==> config.mk <==
export PLATFORM = sky130hd
export DESIGN_NAME = btf_exec
export DESIGN_NICKNAME = d
export VERILOG_FILES = /design/src/shared/btf_pkg.sv /design/src/rtl/btf_exec.sv /design/src/rtl/btf_phase.sv
export SDC_FILE = /design/constraint.sdc
export NUM_CORES = 1
export LEC_CHECK = 0
export BUFFER_PORTS_ARGS = -buffer_cell sky130_fd_sc_hd__buf_4
export CORE_MARGIN = 2
export CORE_UTILIZATION = 40
export CTS_CLUSTER_SIZE = 12
export DETAILED_ROUTE_END_ITERATION = 6
export SYNTH_ARGS = -nofsm -noshare
export SYNTH_HDL_FRONTEND = slang
export SYNTH_HIERARCHICAL = 1
export SYNTH_SLANG_ARGS = --single-unit
==> constraint.sdc <==
create_clock -name clk_sys -period 1.9 [get_ports clk_sys]
set_input_delay 0.095 -clock clk_sys [delete_from_list [all_inputs] [get_ports clk_sys]]
set_output_delay 0.095 -clock clk_sys [all_outputs]
set_load 0.005 [all_outputs]
==> src/shared/btf_pkg.sv <==
// Constants and types for the bit-invert and flag-branch execute unit.
// Assumes one instruction-cycle clock domain shared with the core.
// ---------------------------------------------------------------
// What this block does
// RQ1: Bit-invert opcode is upper nibble 0111
// RQ2: Invert one bit, write back, flags untouched
// RQ3: Selector 0 access bank, 1 bank register
// RQ4: Extended set, selector 0, address<=95: indexed
// RQ5: Bit-invert finishes in one four-phase cycle
// RQ6: Overflow branch opcode is upper byte E4
// RQ7: Overflow set: PC = PC+2 plus twice offset
// RQ8: Taken branch takes two cycles, second idle
// RQ9: Untaken branch one cycle, PC sequential
// RQ10: Zero branch opcode is upper byte E0
// RQ11: Zero set: branch by twice signed offset
// RQ12: Flags sampled at processing phase start
// ---------------------------------------------------------------
package btf_pkg;
   localparam int BTF_PC_W = 21;
   localparam int BTF_ADDR_W = 12;
   localparam logic [3:0] BTF_OP_INVERT = 4'h7;
   localparam logic [7:0] BTF_OP_OVF_BR = 8'hE4;
   localparam logic [7:0] BTF_OP_ZERO_BR = 8'hE0;
   localparam logic [7:0] BTF_IDX_MAX = 8'h5F;
   localparam logic [7:0] BTF_ACC_SPLIT = 8'h60;
   localparam logic [3:0] BTF_ACC_HI_BANK = 4'hF;
   localparam logic [BTF_PC_W-1:0] BTF_PC_STEP = 21'h000002;
   localparam int BTF_BIT_LO = 9;
   localparam int BTF_A_BIT = 8;
   // Four quarter phases of one instruction cycle
   typedef enum logic [1:0] {
      btf_q1, btf_q2, btf_q3, btf_q4
   } btf_phase_e;
   typedef enum logic [1:0] {
      btf_idle, btf_inv, btf_br_taken, btf_br_flush
   } btf_state_e;
endpackage

==> src/rtl/btf_exec.sv <==
// Execute unit for bit-invert, branch-on-overflow, branch-on-zero.
// Assumes instr is stable for a whole cycle and the core supplies
// read data in Q2 for the address resolved in Q1 and presented from Q2.
`timescale 1ns/1ps
module btf_exec
   import btf_pkg::*;
(
   input wire logic clk_sys,
   input wire logic rst,
   input wire logic [15:0] instr,
   input wire logic instr_valid,
   input wire logic [btf_pkg::BTF_PC_W-1:0] pc_next,
   input wire logic [3:0] bank_select_reg,
   input wire logic ext_set_en,
   input wire logic [btf_pkg::BTF_ADDR_W-1:0] index_base,
   input wire logic flag_ovf,
   input wire logic flag_zero,
   input wire logic [7:0] rd_data,
   output logic [btf_pkg::BTF_ADDR_W-1:0] reg_addr,
   output logic rd_en,
   output logic wr_en,
   output logic [7:0] wr_data,
   output logic pc_load,
   output logic [btf_pkg::BTF_PC_W-1:0] pc_target,
   output logic stall,
   output logic [1:0] phase_out
);
   // ---------------------------------------------------------
   // Phase sequencer
   // ---------------------------------------------------------
   btf_phase_e phase;
   btf_phase u_phase (
      .clk_sys(clk_sys),
      .rst(rst),
      .phase(phase)
   );
   assign phase_out = phase;

   // ---------------------------------------------------------
   // Decode
   // ---------------------------------------------------------
   function automatic logic is_invert(input logic [15:0] w);
      is_invert = (w[15:12] == BTF_OP_INVERT); // [RQ1]
   endfunction
   function automatic logic is_br_ovf(input logic [15:0] w);
      is_br_ovf = (w[15:8] == BTF_OP_OVF_BR); // [RQ6]
   endfunction
   function automatic logic is_br_zero(input logic [15:0] w);
      is_br_zero = (w[15:8] == BTF_OP_ZERO_BR); // [RQ10]
   endfunction

   // Operand address resolution, three addressing cases
   function automatic logic [BTF_ADDR_W-1:0] resolve(
      input logic [15:0] w, input logic ext, input logic [3:0] bank,
      input logic [BTF_ADDR_W-1:0] base);
      logic [7:0] f;
      f = w[7:0];
      if (!w[BTF_A_BIT] && ext && f <= BTF_IDX_MAX) begin
         resolve = base + {4'h0, f}; // [RQ4]
      end else if (!w[BTF_A_BIT]) begin
         // Low part of access bank in bank 0, high in top bank
         resolve = (f < BTF_ACC_SPLIT) ? {4'h0, f}
                 : {BTF_ACC_HI_BANK, f}; // [RQ3]
      end else begin
         resolve = {bank, f}; // [RQ3]
      end
   endfunction

   // ---------------------------------------------------------
   // Sequencing state
   // ---------------------------------------------------------
   btf_state_e state_ff, nxt_state;
   logic [BTF_ADDR_W-1:0] addr_ff, nxt_addr;
   logic [2:0] bit_ff, nxt_bit;
   logic [7:0] wdat_ff, nxt_wdat;
   logic [BTF_PC_W-1:0] tgt_ff, nxt_tgt;
   logic take_ff, nxt_take;
   logic wr_ff, nxt_wr;
   logic pcl_ff, nxt_pcl;

   logic [BTF_PC_W-1:0] offs2;
   assign offs2 = {{(BTF_PC_W-9){instr[7]}}, instr[7:0], 1'b0};

   always_comb begin
      nxt_state = state_ff;
      nxt_addr = addr_ff;
      nxt_bit = bit_ff;
      nxt_wdat = wdat_ff;
      nxt_tgt = tgt_ff;
      nxt_take = take_ff;
      nxt_wr = 1'b0;
      nxt_pcl = 1'b0;
      unique case (state_ff)
         btf_idle: begin
            if (phase == btf_q1 && instr_valid) begin
               if (is_invert(instr)) begin
                  nxt_state = btf_inv;
                  nxt_addr = resolve(instr, ext_set_en,
                     bank_select_reg, index_base);
                  nxt_bit = instr[BTF_BIT_LO+2:BTF_BIT_LO];
               end else if (is_br_ovf(instr) || is_br_zero(instr)) begin
                  nxt_state = btf_br_taken;
                  // Target: incremented PC plus twice offset
                  nxt_tgt = pc_next + offs2; // [RQ7] [RQ11]
               end
            end
         end
         btf_inv: begin
            if (phase == btf_q2) begin
               // Only the chosen bit flips; no flag path exists
               nxt_wdat = rd_data ^ (8'h01 << bit_ff); // [RQ2]
            end
            if (phase == btf_q3) begin
               nxt_wr = 1'b1; // [RQ5]
            end
            if (phase == btf_q4) begin
               nxt_state = btf_idle;
            end
         end
         btf_br_taken: begin
            if (phase == btf_q2) begin
               // Flags as held entering the processing phase
               nxt_take = is_br_ovf(instr) ? flag_ovf
                        : flag_zero; // [RQ12]
            end
            if (phase == btf_q3) begin
               nxt_pcl = take_ff; // [RQ7] [RQ11]
            end
            if (phase == btf_q4) begin
               nxt_state = take_ff ? btf_br_flush
                         : btf_idle; // [RQ8] [RQ9]
            end
         end
         btf_br_flush: begin
            if (phase == btf_q4) begin
               nxt_state = btf_idle; // [RQ8]
               nxt_take = 1'b0;
            end
         end
      endcase
   end

   always_ff @(posedge clk_sys or posedge rst) begin
      if (rst) begin
         state_ff <= btf_idle;
         addr_ff <= '0;
         bit_ff <= 3'h0;
         wdat_ff <= 8'h00;
         tgt_ff <= '0;
         take_ff <= 1'b0;
         wr_ff <= 1'b0;
         pcl_ff <= 1'b0;
      end else begin
         state_ff <= nxt_state;
         addr_ff <= nxt_addr;
         bit_ff <= nxt_bit;
         wdat_ff <= nxt_wdat;
         tgt_ff <= nxt_tgt;
         take_ff <= nxt_take;
         wr_ff <= nxt_wr;
         pcl_ff <= nxt_pcl;
      end
   end

   // ---------------------------------------------------------
   // Outputs
   // ---------------------------------------------------------
   assign reg_addr = addr_ff;
   assign rd_en = (state_ff == btf_inv) && (phase == btf_q2);
   assign wr_en = wr_ff; // Q4 write of the register
   assign wr_data = wdat_ff;
   assign pc_load = pcl_ff; // Q4 write to PC, else sequential [RQ9]
   assign pc_target = tgt_ff;
   // Second cycle of a taken branch is a forced no-operation
   assign stall = (state_ff == btf_br_flush); // [RQ8]

   // ---------------------------------------------------------
   // Checks
   // ---------------------------------------------------------
   a_wr_in_q4: assert property (@(posedge clk_sys) disable iff (rst)
      wr_en |-> phase == btf_q4) // [RQ5]
      else $error("register write outside Q4");
   a_inv_one_bit: assert property (@(posedge clk_sys) disable iff (rst)
      wr_en |-> $countones(wr_data ^ $past(rd_data, 2)) == 1) // [RQ2]
      else $error("invert changed other than one bit");
   a_inv_decode: assert property (@(posedge clk_sys) disable iff (rst)
      phase == btf_q1 && state_ff == btf_idle && instr_valid
      && instr[15:12] == BTF_OP_INVERT |-> ##3 wr_en) // [RQ1]
      else $error("invert not written back");
   a_bank_addr: assert property (@(posedge clk_sys) disable iff (rst)
      phase == btf_q1 && state_ff == btf_idle && instr_valid
      && instr[15:12] == BTF_OP_INVERT && instr[BTF_A_BIT]
      |=> reg_addr == {$past(bank_select_reg), $past(instr[7:0])}) // [RQ3]
      else $error("banked address wrong");
   a_idx_addr: assert property (@(posedge clk_sys) disable iff (rst)
      phase == btf_q1 && state_ff == btf_idle && instr_valid
      && instr[15:12] == BTF_OP_INVERT && !instr[BTF_A_BIT] && ext_set_en
      && instr[7:0] <= BTF_IDX_MAX
      |=> reg_addr == $past(index_base) + {4'h0, $past(instr[7:0])}) // [RQ4]
      else $error("indexed address wrong");
   a_ovf_target: assert property (@(posedge clk_sys) disable iff (rst)
      phase == btf_q1 && state_ff == btf_idle && instr_valid
      && instr[15:8] == BTF_OP_OVF_BR && flag_ovf
      ##1 flag_ovf ##1 1'b1 |=> pc_load
      && pc_target == $past(pc_next, 3) + $past(offs2, 3)) // [RQ7] [RQ6]
      else $error("overflow branch target wrong");
   a_zero_skip: assert property (@(posedge clk_sys) disable iff (rst)
      phase == btf_q1 && state_ff == btf_idle && instr_valid
      && instr[15:8] == BTF_OP_ZERO_BR ##1 !flag_zero ##1 1'b1
      |=> !pc_load ##1 !stall) // [RQ9] [RQ10] [RQ11]
      else $error("untaken zero branch acted");
   a_taken_flush: assert property (@(posedge clk_sys) disable iff (rst)
      pc_load |=> stall [*4] ##1 !stall) // [RQ8]
      else $error("taken branch flush not four phases");
   a_flag_sample: assert property (@(posedge clk_sys) disable iff (rst)
      state_ff == btf_br_taken && phase == btf_q3
      |-> take_ff == (instr[15:8] == BTF_OP_OVF_BR ? $past(flag_ovf)
                      : $past(flag_zero))) // [RQ12]
      else $error("flag sample wrong");
   c_invert: cover property (@(posedge clk_sys) disable iff (rst) wr_en);
   c_taken: cover property (@(posedge clk_sys) disable iff (rst) stall);
   c_zero_taken: cover property (@(posedge clk_sys) disable iff (rst)
      pc_load && instr[15:8] == BTF_OP_ZERO_BR);
   c_untaken: cover property (@(posedge clk_sys) disable iff (rst)
      state_ff == btf_br_taken && phase == btf_q4 && !take_ff);
endmodule

==> src/rtl/btf_phase.sv <==
// Quarter-phase sequencer for the instruction cycle.
// Assumes clk_sys steps one phase per edge after reset.
`timescale 1ns/1ps
module btf_phase
   import btf_pkg::*;
(
   input wire logic clk_sys,
   input wire logic rst,
   output btf_pkg::btf_phase_e phase
);
   btf_phase_e phase_ff;
   btf_phase_e nxt_phase;
   always_comb begin
      unique case (phase_ff)
         btf_q1: nxt_phase = btf_q2;
         btf_q2: nxt_phase = btf_q3;
         btf_q3: nxt_phase = btf_q4;
         btf_q4: nxt_phase = btf_q1;
      endcase
   end
   always_ff @(posedge clk_sys or posedge rst) begin
      if (rst) begin
         phase_ff <= btf_q1;
      end else begin
         phase_ff <= nxt_phase;
      end
   end
   assign phase = phase_ff;
   a_phase_order: assert property (@(posedge clk_sys) disable iff (rst)
      phase_ff == btf_q4 |=> phase_ff == btf_q1) // [RQ5]
      else $error("phase did not wrap");
endmodule

==> out/metrics.yaml <==
critical_path:
  worstRegToRegCells: 6
  critical_path.most_common_cell: "nand2_1"
  worstPathMaxFanout: 41
  critical_path.slowest_cell: "dlygate4sd3_1"
  cp-end-kind: "flip-flop"
  cp.required_ns: 2.10
  cpPeakStageDelay_ns: 0.55
  cp-start-kind: "primary input"
  cp.arrival_ns: 2.03
  r2r_setup_slack_ns: 0.16
  path_cells: "dlygate4sd3_1 -> buf_4 -> nor4_1 -> and4_2 -> nand2_1 -> buf_12 -> a221oi_2 -> nand2_1"
  r2r-start: "state_ff[0]"
  critPathKind: "primary input to flip-flop"
  r2r-end: "pc_target[20]"
  crit_start: "instr[9]"
  endpoint: "pc_target[20]"
place:
  dp.final_hpwl_mm: 7.89
  place.gp.congestion: 0.872
  portBuffers: 113
  pre_cts_slack_ns: -0.169
power_and_ir_drop:
  p_leak_nw: 2.54
  seqPwrFrac_pct: 38.9
  ir_worst_vdd_uv: 382
  power.density_nw_per_um2: 698
  intPower_mw: 2.40
  p_sw_share_pct: 32.9
  switching_power_mw: 1.18
  pwr-share-clk_pct: 22.5
  combPwrFrac_pct: 38.6
sta:
  worst_slew_pin_slew_ns: 0.493
  setup_viol: 0
  finalClockSkew_ns: 0.00809
  finalHoldViolations: 0
  setup_slack_ns: 0.0695
  min_period_ns: 1.83
  maxSlewViolCount: 0
  max_freq_mhz: 546
  rsz0062_at_grt: "false"
  slew_headroom_pct: 67.1
  hold-worst-slack_ns: 0.0178
  timing.final.crit_share_pct: 96.3
grt:
  grt_pass1_vias: 3453
  grt_max_degree: 42
  antenna_found_initial: 0
  grt_pass1_wl_mm: 16.4
  gr-total-overflow: 0
  track_usage_pct: 20.0
job:
  maxCapViolCount: 0
layout:
  final_common_cell: "buf_4"
  final_cell_mix: "151 x buf_4, 57 x nand2_1, 51 x dfrtp_1"
  final-seq-area_um2: 1280
  synthToLayoutAreaGrowth_pct: 38.7
  final_nets: 686
  drive_gt1_share_pct: 29.7
  multi_input_area_um2: 2320
  diodes: 0
  fill_cells: 869
  final_util_pct: 56.2
synth:
  synth-simple-area-share_pct: 22.2
  async_reset_ff_share_pct: 100
  ys_types: 54
  ys_warn_count: 6
  syn_nets: 539
  synth_top_family_by_area: "simple AND/OR/NAND/NOR gates"
  ys_seq_area_share_pct: 34.6
  synth_fa_ha_area_share_pct: 10.9
  syn_area_um2: 3690
  syn_area_per_cell_um2: 8.38
  synth_compound_area_share_pct: 20.4
  synth_xor_area_share_pct: 6.40
  ys_seq_elements: 51
  synthFlopType: "dfrtp_1"
  synth_edf_count: 0
  synth.area.mux_share_pct: 2.30
  netlist_instances: 441
routing:
  ant_nets: 0
  remaining_drc_errors: 0
  viasPerCell: 5.26
  wl_per_cell_um: 14.4
  wirelength_mm: 10.1
  firstDrtPassIters: 6
  drt_iter0_drc: 168
  via_count: 3680
floorplan:
  start_util_pct: 40.5
  pin_count: 114
  die_h_um: 100
  rows: 35
  die_area_um2: 10000
  core-area_um2: 9110
  die_w_um: 100
clocking:
  postCtsSetupRepairBufs: 0
  cts_buffers: 5
  root_buffer: "clkbuf_8"
  tritoncts: "done"
  path_clk_slew_ns: 0.11
  cts_sinks: 51
  h-tree-depth: 2
  clock_latency_ns: 0.31
  clockBufferDepth: 2
status:
  status: "complete, no violations"
min_path:
  hold_depth: 2
  hold_class: "primary input to flip-flop"
## sequential cells by signal, summed over array words and instances (netlist names)
name / cells
u_phase/phase: 2
reg_addr: 12
state_ff: 2
bit_ff: 3
wr_data: 8
wr_en: 1
take_ff: 1
pc_target: 21
pc_load: 1
## how the worst min path moves through the flow
stage | from | to
6_report | pc_next[0] | pc_target[0]
5_1_grt | pc_next[0] | pc_target[0]
4_1_cts | pc_next[0] | pc_target[0]
3_5_place_dp | rst | u_phase/phase[0]
3_3_place_gp | rst | u_phase/phase[0]
2_1_floorplan | rst | u_phase/phase[0]
## timing repair
item | in CTS | in global routing
endpoints found under the hold margin | 24 | 0
hold buffers | 4 | 0
resized for setup | 0 | 5
setup endpoints to repair | 0 | 2
## per-layer routing
layer	wire length, um	GRT usage, %	vias up
met4	150	3.79	0
met1	4860	28.2	1684
li1	-	-	1871
met3	576	3.41	13
met5	0	0	-
met2	4500	32.8	112
## cell usage after synthesis (3+ instances only)
cell | n | area (um^2)
mux2i_1 | 4 | 40.0
o311ai_1 | 3 | 26.3
and2_1 | 4 | 25.0
nor4_1 | 4 | 25.0
and3_1 | 4 | 25.0
xor2_1 | 11 | 96.3
nor2_1 | 38 | 143
nor2b_1 | 9 | 56.3
o21ai_0 | 20 | 100
o21bai_1 | 3 | 22.5
o21ai_1 | 15 | 75.1
inv_1 | 15 | 56.3
nand3_1 | 13 | 65.1
or3_1 | 3 | 18.8
or2_2 | 4 | 25.0
a31oi_1 | 6 | 37.5
ha_1 | 29 | 363
nand4_1 | 3 | 18.8
xnor2_1 | 16 | 140
clkbuf_1 | 14 | 52.6
a21o_1 | 15 | 113
nor3_1 | 11 | 55.1
dfrtp_1 | 51 | 1280
a21oi_1 | 40 | 200
o31ai_1 | 3 | 22.5
nor3b_1 | 3 | 22.5
mux2_2 | 3 | 33.8
nand2_1 | 57 | 214
a211oi_1 | 6 | 45.0
## layout make-up
type	count	share of cell area (%)
Clock buffer	5	1.34
Clock inverter	3	0.904
Inverter	15	1.10
Multi-Input combinational cell	358	45.3
Sequential cell	51	24.9
Tap cell	111	2.71
Timing Repair Buffer	157	23.7
## power by group through the flow
| stage | sequential (mW) | combinational (mW) | clock (mW) |
|---|---|---|---|
| after global routing | 1.42 | 1.54 | 0.864 |
| final | 1.39 | 1.38 | 0.803 |
| after global placement | 1.41 | 1.36 | 0 |
| after floorplan | 1.39 | 0.747 | 0 |
| after CTS | 1.39 | 1.39 | 0.834 |
| after detailed placement | 1.41 | 1.38 | 0 |
## logic make-up after synthesis
family                   count (synthesis)
AND/OR/NAND/NOR                        168
AO/OA/AOI/OAI                          124
flip-flops                              51
buffers and inverters                   32
adder cells (fa/ha/maj)                 31
XOR/XNOR                                27
multiplexers                             8
## worst max-delay path: cells and delay by family
family	cells	cell delay, ns
and+or+nand+nor	4	0.74
buffers and inverters	3	0.89
AOI/OAI and AO/OA	1	0.29
## metrics by stage
stage / total power, mW / cells / cell area [um^2] / setup TNS (ns)
after detailed placement: 2.79 / 688 / 4950 / -1.07
after global placement: 2.76 / 688 / 4950 / -0.833
final: 3.57 / 700 / 5120 / 0
after floorplan: 2.14 / 441 / 3690 / 0
after CTS: 3.62 / 700 / 5100 / 0
after global routing: 3.82 / 700 / 5120 / 0
Power figures use the tool's default switching activity.
